==> config.mk <==
export PLATFORM = sky130hd
export DESIGN_NAME = tecc_top
export DESIGN_NICKNAME = d
export VERILOG_FILES = /design/src/logic/tecc_pkg.sv /design/src/logic/tecc_top.sv
export SDC_FILE = /design/constraint.sdc
export NUM_CORES = 1
export LEC_CHECK = 0
export ABC_AREA = 1
export BUFFER_PORTS_ARGS = -buffer_cell sky130_fd_sc_hd__buf_4
export CORE_MARGIN = 4
export CORE_UTILIZATION = 44
export CTS_CLUSTER_DIAMETER = 30
export DETAILED_ROUTE_END_ITERATION = 8
export GPL_TIMING_DRIVEN = 1
export PLACE_DENSITY = 0.69
export SLEW_MARGIN = 30
export SYNTH_ARGS = -nofsm -noshare
export SYNTH_HDL_FRONTEND = slang
export SYNTH_SLANG_ARGS = --single-unit
==> constraint.sdc <==
create_clock -name CLK_SYS -period 8.9 [get_ports CLK_SYS]
set_clock_uncertainty 0.1 [all_clocks]
set_input_delay 0.445 -clock CLK_SYS [delete_from_list [all_inputs] [get_ports CLK_SYS]]
set_output_delay 0.445 -clock CLK_SYS [all_outputs]
set_load 0.02 [all_outputs]
==> src/logic/tecc_pkg.sv <==
// Constants for the touch event and calibration control block.
// Assumes a 40 MHz system clock and a register port fed by the serial protocol engine.
//
// Function
// - Writing one requests calibration of that input
// - Finished calibration updates the ten-bit value
// - Successful calibration clears the request bit itself
// - Newly enabled input sets its request bit
// - Uncleared request after calibration sets failure flag
// - Noise or limit value keeps request bit set
// - Writing zero cancels calibration not yet reached
// - Per-input enable gates alert for that input
// - Repeat off: one alert on touch, release
// - Repeat on, short touch: touch and release
// - Repeat on, held: alerts at repeat interval
// - Blocking disabled passes every simultaneous touch
// - Blocking flags up to limit, holds others
// - After release, reselect in input order
// - Too many touches sets exceeded flag
// - Limit field: 00 one, 01 two, else three
// - Longer than hold threshold means press-and-hold
// - Repeat interval in 35 ms steps
package tecc_pkg;
	// Register offsets
	localparam logic [7:0] ADDR_CAL_TRIGGER = 8'h26;
	localparam logic [7:0] ADDR_ALERT_ENABLE = 8'h27;
	localparam logic [7:0] ADDR_REPEAT_ENABLE = 8'h28;
	localparam logic [7:0] ADDR_LIMIT_CONFIG = 8'h2A;
	// Reset values
	localparam logic [7:0] RST_CAL_TRIGGER = 8'h00;
	localparam logic [7:0] RST_ALERT_ENABLE = 8'h07;
	localparam logic [7:0] RST_REPEAT_ENABLE = 8'h07;
	localparam logic [7:0] RST_LIMIT_CONFIG = 8'h80;
	// Field positions
	localparam int BLOCK_EN_BIT = 7;
	localparam int LIMIT_LSB = 2;
	localparam int LIMIT_MSB = 3;
	localparam int INPUT_MSB = 2;
	// Calibration value range
	localparam logic [9:0] CAL_VALUE_MIN = 10'h000;
	localparam logic [9:0] CAL_VALUE_MAX = 10'h3FF;
	// Timing: one step of the hold and repeat settings
	localparam int CLK_PERIOD_NS = 25;
	localparam int STEP_TIME_NS = 35_000_000;
	localparam int STEP_CYCLES = STEP_TIME_NS / CLK_PERIOD_NS;
	// Calibration sequencer states
	typedef enum logic [1:0] {
		CAL_IDLE = 2'b00,
		CAL_RUN = 2'b01
	} tecc_cal_state_t;
endpackage : tecc_pkg

==> src/logic/tecc_top.sv <==
// Touch event, blocking and calibration request control for three sense inputs.
// Assumes touch, noise and calibration-engine inputs come from logic on CLK_SYS,
// and the register port is driven by the serial protocol engine on the same clock.
`timescale 1ns/1ps
module tecc_top
	import tecc_pkg::*;
#(
	parameter int STEP_COUNT = STEP_CYCLES
) (
	input wire logic CLK_SYS,
	input wire logic SYS_RST,
	input wire logic [7:0] REG_ADDR,
	input wire logic [7:0] REG_WDATA,
	input wire logic REG_WR,
	input wire logic REG_RD,
	output logic [7:0] REG_RDATA,
	input wire logic [2:0] TOUCH_RAW,
	input wire logic [2:0] NOISE_FLAG,
	input wire logic [2:0] ACTIVE_CH_ENABLE,
	input wire logic [2:0] STANDBY_CH_ENABLE,
	input wire logic STANDBY_MODE,
	input wire logic DEEP_SLEEP,
	input wire logic RELEASE_INTERRUPT_DISABLE,
	input wire logic [3:0] REPEAT_INTERVAL,
	input wire logic [3:0] HOLD_THRESHOLD,
	input wire logic STATUS_CLEAR,
	output logic CAL_START,
	output logic [1:0] CAL_SEL,
	input wire logic CAL_DONE,
	input wire logic [9:0] CAL_RESULT,
	output logic [29:0] INPUT_CALIBRATION_VALUE,
	output logic ANALOG_CALIBRATION_FAILURE_FLAG,
	output logic TOUCH_LIMIT_EXCEEDED_FLAG,
	output logic [2:0] TOUCH_FLAG,
	output logic ALERT_N
);

	initial begin
		if (STEP_COUNT < 1 || STEP_COUNT >= (1 << 21)) begin
			$error("STEP_COUNT out of range");
		end
	end

	////////////////////////////////////////////////////////////////////////////
	// Declarations
	logic [20:0] step_cnt_ff, nxt_step_cnt;
	logic step_tick_ff, nxt_step_tick;
	logic [2:0] cal_req_ff, nxt_cal_req;
	logic [2:0] cal_tried_ff, nxt_cal_tried;
	logic [2:0] alert_en_ff, nxt_alert_en;
	logic [2:0] repeat_en_ff, nxt_repeat_en;
	logic block_en_ff, nxt_block_en;
	logic [1:0] limit_ff, nxt_limit;
	logic [7:0] rdata_ff, nxt_rdata;
	logic [2:0] ch_on_ff, nxt_ch_on;
	tecc_cal_state_t cal_state_ff, nxt_cal_state;
	logic [1:0] cal_sel_ff, nxt_cal_sel;
	logic cal_start_ff, nxt_cal_start;
	logic [9:0] cal_val_ff [3];
	logic [9:0] nxt_cal_val [3];
	logic cal_fail_ff, nxt_cal_fail;
	logic [2:0] valid_ff, nxt_valid;
	logic exceeded_ff, nxt_exceeded;
	logic [2:0] chan_event;
	logic alert_pend_ff, nxt_alert_pend;
	logic alert_n_ff, nxt_alert_n;
	logic [2:0] ch_on_now;
	logic [2:0] new_enable;
	logic wr_cal;
	logic cal_ok;

	////////////////////////////////////////////////////////////////////////////
	// Helpers
	function automatic logic [1:0] count3(input logic [2:0] v);
		count3 = 2'(v[0]) + 2'(v[1]) + 2'(v[2]);
	endfunction : count3

	// Limit field to number of allowed touches
	function automatic logic [1:0] limit_of(input logic [1:0] code);
		logic [1:0] n;
		n = 2'd3;
		if (code == 2'b00) begin
			n = 2'd1;
		end else if (code == 2'b01) begin
			n = 2'd2;
		end
		limit_of = n;
	endfunction : limit_of

	// Keep the given inputs, then add candidates in input order up to the limit
	function automatic logic [2:0] pick(input logic [2:0] keep, input logic [2:0] cand,
			input logic [1:0] lim);
		logic [2:0] sel;
		logic [1:0] cnt;
		sel = keep;
		cnt = count3(keep);
		for (int i = 0; i < 3; i++) begin
			if (cand[i] && !sel[i] && cnt < lim) begin
				sel[i] = 1'b1;
				cnt = cnt + 2'd1;
			end
		end
		pick = sel;
	endfunction : pick

	////////////////////////////////////////////////////////////////////////////
	// 35 ms step divider
	always_comb begin
		nxt_step_tick = 1'b0;
		nxt_step_cnt = step_cnt_ff + 21'd1;
		if (step_cnt_ff == 21'(STEP_COUNT - 1)) begin
			nxt_step_cnt = 21'h0;
			nxt_step_tick = 1'b1;
		end
	end

	always_ff @(posedge CLK_SYS) begin
		if (SYS_RST) begin
			step_cnt_ff <= 21'h0;
			step_tick_ff <= 1'b0;
		end else begin
			step_cnt_ff <= nxt_step_cnt;
			step_tick_ff <= nxt_step_tick;
		end
	end

	////////////////////////////////////////////////////////////////////////////
	// Enabled-input tracking for automatic calibration requests
	always_comb begin
		if (DEEP_SLEEP) begin
			ch_on_now = 3'h0;
		end else if (STANDBY_MODE) begin
			ch_on_now = STANDBY_CH_ENABLE;
		end else begin
			ch_on_now = ACTIVE_CH_ENABLE;
		end
		nxt_ch_on = ch_on_now;
		new_enable = ch_on_now & ~ch_on_ff;
	end

	////////////////////////////////////////////////////////////////////////////
	// Register file, calibration requests and sequencer
	always_comb begin
		wr_cal = REG_WR && (REG_ADDR == ADDR_CAL_TRIGGER);
		cal_ok = (NOISE_FLAG[cal_sel_ff] == 1'b0) && (CAL_RESULT != CAL_VALUE_MIN)
			&& (CAL_RESULT != CAL_VALUE_MAX);
		nxt_cal_req = cal_req_ff;
		nxt_cal_tried = cal_tried_ff;
		nxt_cal_state = cal_state_ff;
		nxt_cal_sel = cal_sel_ff;
		nxt_cal_start = 1'b0;
		nxt_cal_fail = cal_fail_ff;
		for (int i = 0; i < 3; i++) begin
			nxt_cal_val[i] = cal_val_ff[i];
		end
		if (STATUS_CLEAR) begin
			nxt_cal_fail = 1'b0;
		end
		unique case (cal_state_ff)
			CAL_IDLE: begin
				for (int i = 2; i >= 0; i--) begin
					if (cal_req_ff[i] && !cal_tried_ff[i]) begin
						nxt_cal_sel = 2'(i);
					end
				end
				if ((cal_req_ff & ~cal_tried_ff) != 3'h0) begin
					nxt_cal_start = 1'b1;
					nxt_cal_tried[nxt_cal_sel] = 1'b1;
					nxt_cal_state = CAL_RUN;
				end
			end
			CAL_RUN: begin
				if (CAL_DONE) begin
					nxt_cal_val[cal_sel_ff] = CAL_RESULT;
					nxt_cal_state = CAL_IDLE;
					if (cal_ok) begin
						nxt_cal_req[cal_sel_ff] = 1'b0;
					end else begin
						nxt_cal_fail = 1'b1;
					end
				end
			end
		endcase
		if (wr_cal) begin
			// Zero cancels a request not yet started, one forces a new run
			nxt_cal_req = REG_WDATA[INPUT_MSB:0];
			nxt_cal_tried = nxt_cal_tried & ~REG_WDATA[INPUT_MSB:0];
		end
		nxt_cal_req = nxt_cal_req | new_enable;
		nxt_cal_tried = nxt_cal_tried & ~new_enable;
	end

	always_comb begin
		nxt_alert_en = alert_en_ff;
		nxt_repeat_en = repeat_en_ff;
		nxt_block_en = block_en_ff;
		nxt_limit = limit_ff;
		nxt_rdata = rdata_ff;
		if (REG_WR) begin
			unique case (REG_ADDR)
				ADDR_ALERT_ENABLE: nxt_alert_en = REG_WDATA[INPUT_MSB:0];
				ADDR_REPEAT_ENABLE: nxt_repeat_en = REG_WDATA[INPUT_MSB:0];
				ADDR_LIMIT_CONFIG: begin
					nxt_block_en = REG_WDATA[BLOCK_EN_BIT];
					nxt_limit = REG_WDATA[LIMIT_MSB:LIMIT_LSB];
				end
				default: begin
				end
			endcase
		end
		if (REG_RD) begin
			unique case (REG_ADDR)
				ADDR_CAL_TRIGGER: nxt_rdata = {5'h00, cal_req_ff};
				ADDR_ALERT_ENABLE: nxt_rdata = {5'h00, alert_en_ff};
				ADDR_REPEAT_ENABLE: nxt_rdata = {5'h00, repeat_en_ff};
				ADDR_LIMIT_CONFIG: nxt_rdata = {block_en_ff, 3'h0, limit_ff, 2'h0};
				default: nxt_rdata = 8'h00;
			endcase
		end
	end

	always_ff @(posedge CLK_SYS) begin
		if (SYS_RST) begin
			cal_req_ff <= RST_CAL_TRIGGER[INPUT_MSB:0];
			cal_tried_ff <= 3'h0;
			alert_en_ff <= RST_ALERT_ENABLE[INPUT_MSB:0];
			repeat_en_ff <= RST_REPEAT_ENABLE[INPUT_MSB:0];
			block_en_ff <= RST_LIMIT_CONFIG[BLOCK_EN_BIT];
			limit_ff <= RST_LIMIT_CONFIG[LIMIT_MSB:LIMIT_LSB];
			rdata_ff <= 8'h00;
			ch_on_ff <= 3'h0;
			cal_state_ff <= CAL_IDLE;
			cal_sel_ff <= 2'h0;
			cal_start_ff <= 1'b0;
			cal_fail_ff <= 1'b0;
			for (int i = 0; i < 3; i++) begin
				cal_val_ff[i] <= 10'h000;
			end
		end else begin
			cal_req_ff <= nxt_cal_req;
			cal_tried_ff <= nxt_cal_tried;
			alert_en_ff <= nxt_alert_en;
			repeat_en_ff <= nxt_repeat_en;
			block_en_ff <= nxt_block_en;
			limit_ff <= nxt_limit;
			rdata_ff <= nxt_rdata;
			ch_on_ff <= nxt_ch_on;
			cal_state_ff <= nxt_cal_state;
			cal_sel_ff <= nxt_cal_sel;
			cal_start_ff <= nxt_cal_start;
			cal_fail_ff <= nxt_cal_fail;
			for (int i = 0; i < 3; i++) begin
				cal_val_ff[i] <= nxt_cal_val[i];
			end
		end
	end

	////////////////////////////////////////////////////////////////////////////
	// Simultaneous touch blocking
	always_comb begin
		nxt_exceeded = 1'b0;
		if (!block_en_ff) begin
			nxt_valid = TOUCH_RAW;
		end else if ((valid_ff & ~TOUCH_RAW) != 3'h0) begin
			nxt_valid = pick(3'h0, TOUCH_RAW, limit_of(limit_ff));
		end else begin
			nxt_valid = pick(valid_ff, TOUCH_RAW, limit_of(limit_ff));
		end
		if (block_en_ff && count3(TOUCH_RAW) > limit_of(limit_ff)) begin
			nxt_exceeded = 1'b1;
		end
	end

	always_ff @(posedge CLK_SYS) begin
		if (SYS_RST) begin
			valid_ff <= 3'h0;
			exceeded_ff <= 1'b0;
		end else begin
			valid_ff <= nxt_valid;
			exceeded_ff <= nxt_exceeded;
		end
	end

	////////////////////////////////////////////////////////////////////////////
	// Per-input touch, release and repeat events
	for (genvar g = 0; g < 3; g++) begin : g_chan
		logic prev_ff, nxt_prev;
		logic [4:0] hold_ff, nxt_hold;
		logic [4:0] rpt_ff, nxt_rpt;
		logic held;
		logic ev;

		always_comb begin
			nxt_prev = valid_ff[g];
			nxt_hold = hold_ff;
			nxt_rpt = rpt_ff;
			held = hold_ff > ({1'b0, HOLD_THRESHOLD} + 5'd1);
			ev = 1'b0;
			if (valid_ff[g] && !prev_ff) begin
				ev = 1'b1;
				nxt_hold = 5'h0;
				nxt_rpt = 5'h0;
			end else if (!valid_ff[g] && prev_ff) begin
				ev = !RELEASE_INTERRUPT_DISABLE;
				nxt_hold = 5'h0;
			end else if (valid_ff[g] && step_tick_ff) begin
				if (hold_ff != 5'h1F) begin
					nxt_hold = hold_ff + 5'd1;
				end
				nxt_rpt = (rpt_ff == 5'h1F) ? rpt_ff : rpt_ff + 5'd1;
				if (held && repeat_en_ff[g]
						&& (rpt_ff + 5'd1) > {1'b0, REPEAT_INTERVAL}) begin
					ev = 1'b1;
					nxt_rpt = 5'h0;
				end
			end
			chan_event[g] = ev && alert_en_ff[g];
		end

		always_ff @(posedge CLK_SYS) begin
			if (SYS_RST) begin
				prev_ff <= 1'b0;
				hold_ff <= 5'h0;
				rpt_ff <= 5'h0;
			end else begin
				prev_ff <= nxt_prev;
				hold_ff <= nxt_hold;
				rpt_ff <= nxt_rpt;
			end
		end
	end

	////////////////////////////////////////////////////////////////////////////
	// Alert latch, set wins over clear
	always_comb begin
		nxt_alert_pend = alert_pend_ff;
		if (STATUS_CLEAR) begin
			nxt_alert_pend = 1'b0;
		end
		if (chan_event != 3'h0) begin
			nxt_alert_pend = 1'b1;
		end
		nxt_alert_n = !nxt_alert_pend;
	end

	always_ff @(posedge CLK_SYS) begin
		if (SYS_RST) begin
			alert_pend_ff <= 1'b0;
			alert_n_ff <= 1'b1;
		end else begin
			alert_pend_ff <= nxt_alert_pend;
			alert_n_ff <= nxt_alert_n;
		end
	end

	////////////////////////////////////////////////////////////////////////////
	// Outputs
	assign REG_RDATA = rdata_ff;
	assign CAL_START = cal_start_ff;
	assign CAL_SEL = cal_sel_ff;
	assign INPUT_CALIBRATION_VALUE = {cal_val_ff[2], cal_val_ff[1], cal_val_ff[0]};
	assign ANALOG_CALIBRATION_FAILURE_FLAG = cal_fail_ff;
	assign TOUCH_LIMIT_EXCEEDED_FLAG = exceeded_ff;
	assign TOUCH_FLAG = valid_ff;
	assign ALERT_N = alert_n_ff;

endmodule : tecc_top

==> results of run 1 <==
-- layout by cell type (no fill, tap or decap), types with 3 or more instances in the layout --
| cell | count |
|---|---|
| o21ai_0 | 61 |
| nand2_2 | 3 |
| buf_4 | 96 |
| nor2_4 | 3 |
| a31oi_1 | 3 |
| o22ai_1 | 4 |
| nor3_1 | 13 |
| nand2_1 | 162 |
| xor2_1 | 17 |
| o21ai_1 | 3 |
| inv_1 | 127 |
| clkbuf_16 | 17 |
| clkinv_2 | 3 |
| nor2_2 | 4 |
| o211ai_1 | 5 |
| nand4_1 | 12 |
| conb_1 | 3 |
| a211oi_1 | 3 |
| dfxtp_1 | 119 |
| bufinv_16 | 3 |
| nand3_2 | 4 |
| nand3b_1 | 4 |
| ha_1 | 42 |
| or2_2 | 6 |
| a21oi_1 | 69 |
| nor4_1 | 5 |
| nor2_1 | 136 |
| nor3b_1 | 5 |
| nand3_1 | 50 |
| clkbuf_8 | 4 |
-- registers in the layout, indices dropped and copies added (netlist names), 2 cells and up --
name / cells
cal_tried_ff: 3
CAL_SEL: 2
cal_val_ff: 30
repeat_en_ff: 3
ch_on_ff: 3
g_chan.rpt_ff: 15
g_chan.hold_ff: 15
TOUCH_FLAG: 3
alert_en_ff: 3
REG_RDATA: 5
cal_req_ff: 3
step_cnt_ff: 21
g_chan.prev_ff: 3
limit_ff: 2
-- cells by family after synthesis --
kind of cell,share of synthesized area
XOR/XNOR,0.0263
buffers and inverters,0.0884
AO/OA/AOI/OAI,0.137
flip-flops,0.377
other,0.000593
AND/OR/NAND/NOR,0.282
adder cells (fa/ha/maj),0.0894
-- path summary, 6_finish.rpt --
path | to | from | slack (ns) | depth (start not counted)
worst max register to register | TOUCH_FLAG[2] | TOUCH_FLAG[2] | 5.68 | 15
worst min-delay path | block_en_ff | REG_WDATA[7] | 0.15 | 3
worst max-delay path | TOUCH_FLAG[2] | TOUCH_FLAG[2] | 5.68 | 15
worst min register to register | step_cnt_ff[0] | step_cnt_ff[0] | 0.35 | 1
-- routing by layer --
metal / routed length [µm] / share of wire / vias to the layer above
met5: 0 / 0 / -
met4: 171 / 0.012 / 0
met2: 6840 / 0.46 / 107
met3: 729 / 0.049 / 15
li1: - / - / 3127
met1: 7010 / 0.48 / 2579
-- cell type report --
class	count	area share
Multi-Input combinational cell	634	0.434
Sequential cell	119	0.305
Timing Repair Buffer	96	0.0922
Clock buffer	23	0.0624
Inverter	130	0.0624
Tap cell	180	0.0288
Clock inverter	8	0.0154
-- power breakdown --
group	internal (mW)	total [mW]	leakage, nW	switching [mW]
Sequential	0.559	0.581	0.965	0.0218
Clock	0.467	0.701	0.295	0.235
Combinational	0.115	0.300	2.31	0.185
-- stage by stage --
| stage | worst slack [ns] | std cells | utilization | hold WS [ns] | power [mW] |
|---|---|---|---|---|---|
| floorplan | 5.92 | 899 | - | 0.318 | 0.796 |
| detailed placement | 5.73 | 1159 | 0.515 | 0.340 | 0.892 |
| global placement | 5.75 | 1159 | 0.515 | 0.331 | 0.889 |
| finish | 5.68 | 1190 | 0.559 | 0.155 | 1.58 |
| CTS | 5.68 | 1190 | 0.559 | 0.142 | 1.60 |
| global route | 5.39 | 1190 | 0.559 | 0.146 | 1.68 |
-- critical path, stage by stage (launching register included) --
cell,delay [ns]
dfxtp_1,0.52
fa_1,0.52
o21ai_1,0.20
nand2_1,0.12
nor2_1,0.13
xor2_1,0.20
inv_1,0.06
ha_1,0.17
nor3_1,0.23
nand2_1,0.13
nor2_1,0.13
o21ai_0,0.09
ha_1,0.18
nor3_1,0.17
nand2_1,0.08
a21oi_1,0.10
==> flow_summary.yaml, run 1 <==
run_status:
  status: "complete, no violations"
yosys:
  synth-edff-count: 0
  synthMostInstantiatedCell: "nand2_1"
  synth_common_cells: "nand2_1, nor2_1, inv_1"
  synth_top_cell_area_share: 0.377
  synth_area_leader_cell: "dfxtp_1"
  synth-async-reset-ratio: 0
  ys_seq_area_frac: 0.377
  syn_area_per_cell_um2: 7.05
  syn_area_um2: 6320
  synthCells: 897
  synth_area_leaders: "dfxtp_1, nand2_1, ha_1"
  ys_seq_elements: 119
  ys.flop_type: "dfxtp_1"
  yosys_warnings: 0
  yosysUniqueCellTypes: 41
layout:
  layout.nets: 1097
  regArea_um2: 2380
  n_fill_cell: 1387
  stdcell_area_um2: 7810
  n_antenna_cell: 0
  multi_input_area_um2: 3390
  layout-drive-gt1-share: 0.148
  syn_to_final_growth_pct: 23.6
route:
  routedWlPerCell_um: 12.4
  drc: 0
  detail-route-antenna-nets: 0
  viasPerCell: 4.90
  dr_total_vias: 5828
  firstDrtPassIters: 5
  first_iter_violations: 356
  wl_um: 14700
floorplanning:
  die_area_um2: 16400
  start_util: 0.452
  io-pin-count: 102
  coreArea_um2: 14000
  die_y_um: 128
  dieWidth_um: 128
  rows: 43
grt:
  grt_pass1_wl_um: 25200
  track_usage: 0.187
  grt_pass1_vias: 5532
  use_met2: 0.304
  grt_max_degree: 46
  use_met1: 0.243
  grt_overflow: 0
  antenna_found_initial: 0
  busiest_layer: "met2"
  grt_util_met3: 0.0533
cts:
  clock_sinks: 119
  clk_latency_ns: 0.41
  cts_root_buf: "clkbuf_16"
  clkTransAtPathRegs_ns: 0.05
  ctsHoldBuffers: 0
  cts_tree: "built"
  numCtsBuffers: 17
  cts_max_level: 4
  cts_buffer_depth: 2
  post-cts-setup-buffers: 0
  cts_resized: 0
timing:
  relSlewSlack: 0.498
  final_max_slew_viol_count: 0
  report.final.setup_viol: 0
  hold_viol_final: 0
  rsz0062_at_grt: "false"
  finalCritPeriodShare: 0.362
  tightest_slew_ns: 0.751
  timing.fmax_ghz: 0.311
  fin_tns_setup_ns: 0
  finalCriticalPeriod_ns: 3.22
worst_hold_path:
  hold_path_class: "in2reg"
setup_path:
  path_max_fanout: 9
  worstPathRequired_ns: 9.15
  crit_path_start_kind: "flip-flop"
  cp-end-kind: "flip-flop"
  critPathKind: "reg2reg"
  critPathArrivalTime_ns: 3.47
job:
  maxCapViolCount: 0
pwr:
  power.density_nw_per_um2: 202
  leakagePower_nw: 3.57
  max-vdd-ir-drop_v: 0.000164
place:
  place_area_um2: 7210
  dp_hpwl_um: 11200
  portBuffers: 95
  gp_congestion: 0.844
Power figures use the tool's default switching activity.
==> inputs of run 2 (changes only) <==
clock period = 3 ns   (was 8.9 ns; I/O delays follow)
==> run 2 against run 1 <==
  * Non-clock buffer count is 36 higher
  * Power rose to 3.0 times the previous value
  * Cell count up 3.1%
  * Critical path type unchanged
==> flow_summary.yaml, run 2 (synthesis results as in run 1) <==
route:
  first_iter_violations: 367
  detail-route-antenna-nets: 0
  dr_total_vias: 6090
  wl_met2_um: 7470
  routedWlPerCell_um: 12.8
  routed.top_layer: "met4"
  route.met3.wl_um: 737
  firstDrtPassIters: 5
  wl_um: 15700
  viasPerCell: 4.96
  drc: 0
  wl_met1_um: 7150
pwr:
  leakagePower_nw: 3.71
  power_switching_mw: 1.40
  p_sw_frac: 0.295
  pwr-share-seq: 0.360
  total_power_mw: 4.72
  power.density_nw_per_um2: 579
  p_int_mw: 3.33
  max-vdd-ir-drop_v: 0.000458
  clockPowerShare: 0.400
  combinationalPowerShare: 0.240
layout:
  layout_commonest_cell: "nand2_1"
  syn_to_final_growth_pct: 28.9
  multi_input_area_um2: 3440
  layout-drive-gt1-share: 0.161
  layout.nets: 1133
  regArea_um2: 2380
  utilization: 0.583
  largest_reg_flops: 30
  largest_register: "cal_val_ff"
  layout_common_cells: "nand2_1, nor2_1, inv_1, dfxtp_1, buf_4"
  layoutNonFillerInstCount: 1227
  n_fill_cell: 1332
  top_regs: "cal_val_ff (30), step_cnt_ff (21)"
  n_antenna_cell: 0
cts:
  clk_latency_ns: 0.42
  cts_tree: "built"
  clock_sinks: 119
  cts_root_buf: "clkbuf_16"
  cts_max_level: 4
  numCtsBuffers: 17
  clkTransAtPathRegs_ns: 0.05
  cts_buffer_depth: 2
place:
  dp_hpwl_um: 11700
  gp_congestion: 0.870
  portBuffers: 95
  placed_cells: 1167
  pre_cts_slack_ns: -0.0825
timing:
  rsz0062_at_grt: "true"
  hold_viol_final: 0
  timing.fmax_ghz: 0.344
  whs_ns: 0.0213
  report.final.setup_viol: 0
  final_max_slew_viol_count: 0
  finalCritPeriodShare: 0.969
  finalCriticalPeriod_ns: 2.91
  fin_ws_ns: 0.0924
floorplanning:
  dieWidth_um: 128
  start_util: 0.452
  die_y_um: 128
  die_area_um2: 16400
  rows: 43
  coreArea_um2: 14000
  io-pin-count: 102
setup_path:
  cp-end-kind: "flip-flop"
  worstPathRequired_ns: 3.24
  critPathKind: "reg2reg"
  crit_path_start_kind: "flip-flop"
  critPathArrivalTime_ns: 3.15
  path_max_fanout: 2
grt:
  grt_max_degree: 36
  antenna_found_initial: 0
  grt_pass1_vias: 5881
  grt_overflow: 0
  track_usage: 0.198
  grt_pass1_wl_um: 26600
worst_hold_path:
  hold_path_class: "in2reg"
job:
  maxCapViolCount: 0
run_status:
  status: "complete, no violations"
[run 2: critical path: stages (launching register included)]
cell and delay [ns]:
dfxtp_2 0.33, fa_2 0.42, ha_4 0.23, o21ai_2 0.06, nand2_1 0.08, nor2_1 0.13, xor2_1 0.19, inv_1 0.07
ha_2 0.18, nor3_4 0.21, nand2_2 0.10, nor2_4 0.12, nand2_1 0.06, o21ai_1 0.08, ha_2 0.28, nand2_1 0.06
nand2_1 0.04, a21oi_1 0.10
[run 2: timing repair]
item / 4_1_cts / 5_1_grt
setup buffers: 0 / 1
hold buffers: 27 / 0
pin swaps: 0 / 8
resized for setup: 2 / 12
setup endpoints to repair: 1 / 1
endpoints found under the hold margin: 53 / 0
[run 2: layout make-up]
class,count,area share
clock buffer,23,0.0586
clock inverter,9,0.00921
inverter,130,0.0599
multi-input combinational,634,0.422
sequential,119,0.292
tap,180,0.0276
timing repair buffer,132,0.130
[run 2: final timing paths]
kind              cells past startpoint  slack (ns)           start        endpoint
setup / recovery                     17        0.09   TOUCH_FLAG[2]   TOUCH_FLAG[2]
hold / removal                        3        0.02    TOUCH_RAW[0]   TOUCH_FLAG[0]
setup reg to reg                     17        0.09   TOUCH_FLAG[2]   TOUCH_FLAG[2]
hold reg to reg                       1        0.36  step_cnt_ff[0]  step_cnt_ff[0]
[run 2: power groups by stage]
stage | sequential, mW | clock, mW | combinational (mW)
after CTS | 1.70 | 1.92 | 1.03
after floorplan | 1.80 | 0 | 0.563
after global placement | 1.73 | 0 | 0.964
after global routing | 1.71 | 2.00 | 1.27
final | 1.70 | 1.89 | 1.13
after detailed placement | 1.73 | 0 | 0.977
[run 2: routing by layer]
| layer | global-route usage | up-vias |
|---|---|---|
| li1 | - | 3189 |
| met1 | 0.253 | 2728 |
| met2 | 0.331 | 146 |
| met3 | 0.0404 | 27 |
| met4 | 0.0743 | 0 |
| met5 | 0 | - |
[run 2: through the flow]
stage | setup TNS [ns] | instance area [µm²]
after global routing | -0.0513 | 8150
after CTS | 0 | 8100
after detailed placement | -0.0825 | 7270
after global placement | 0 | 7270
final | 0 | 8150
after floorplan | 0 | 6330
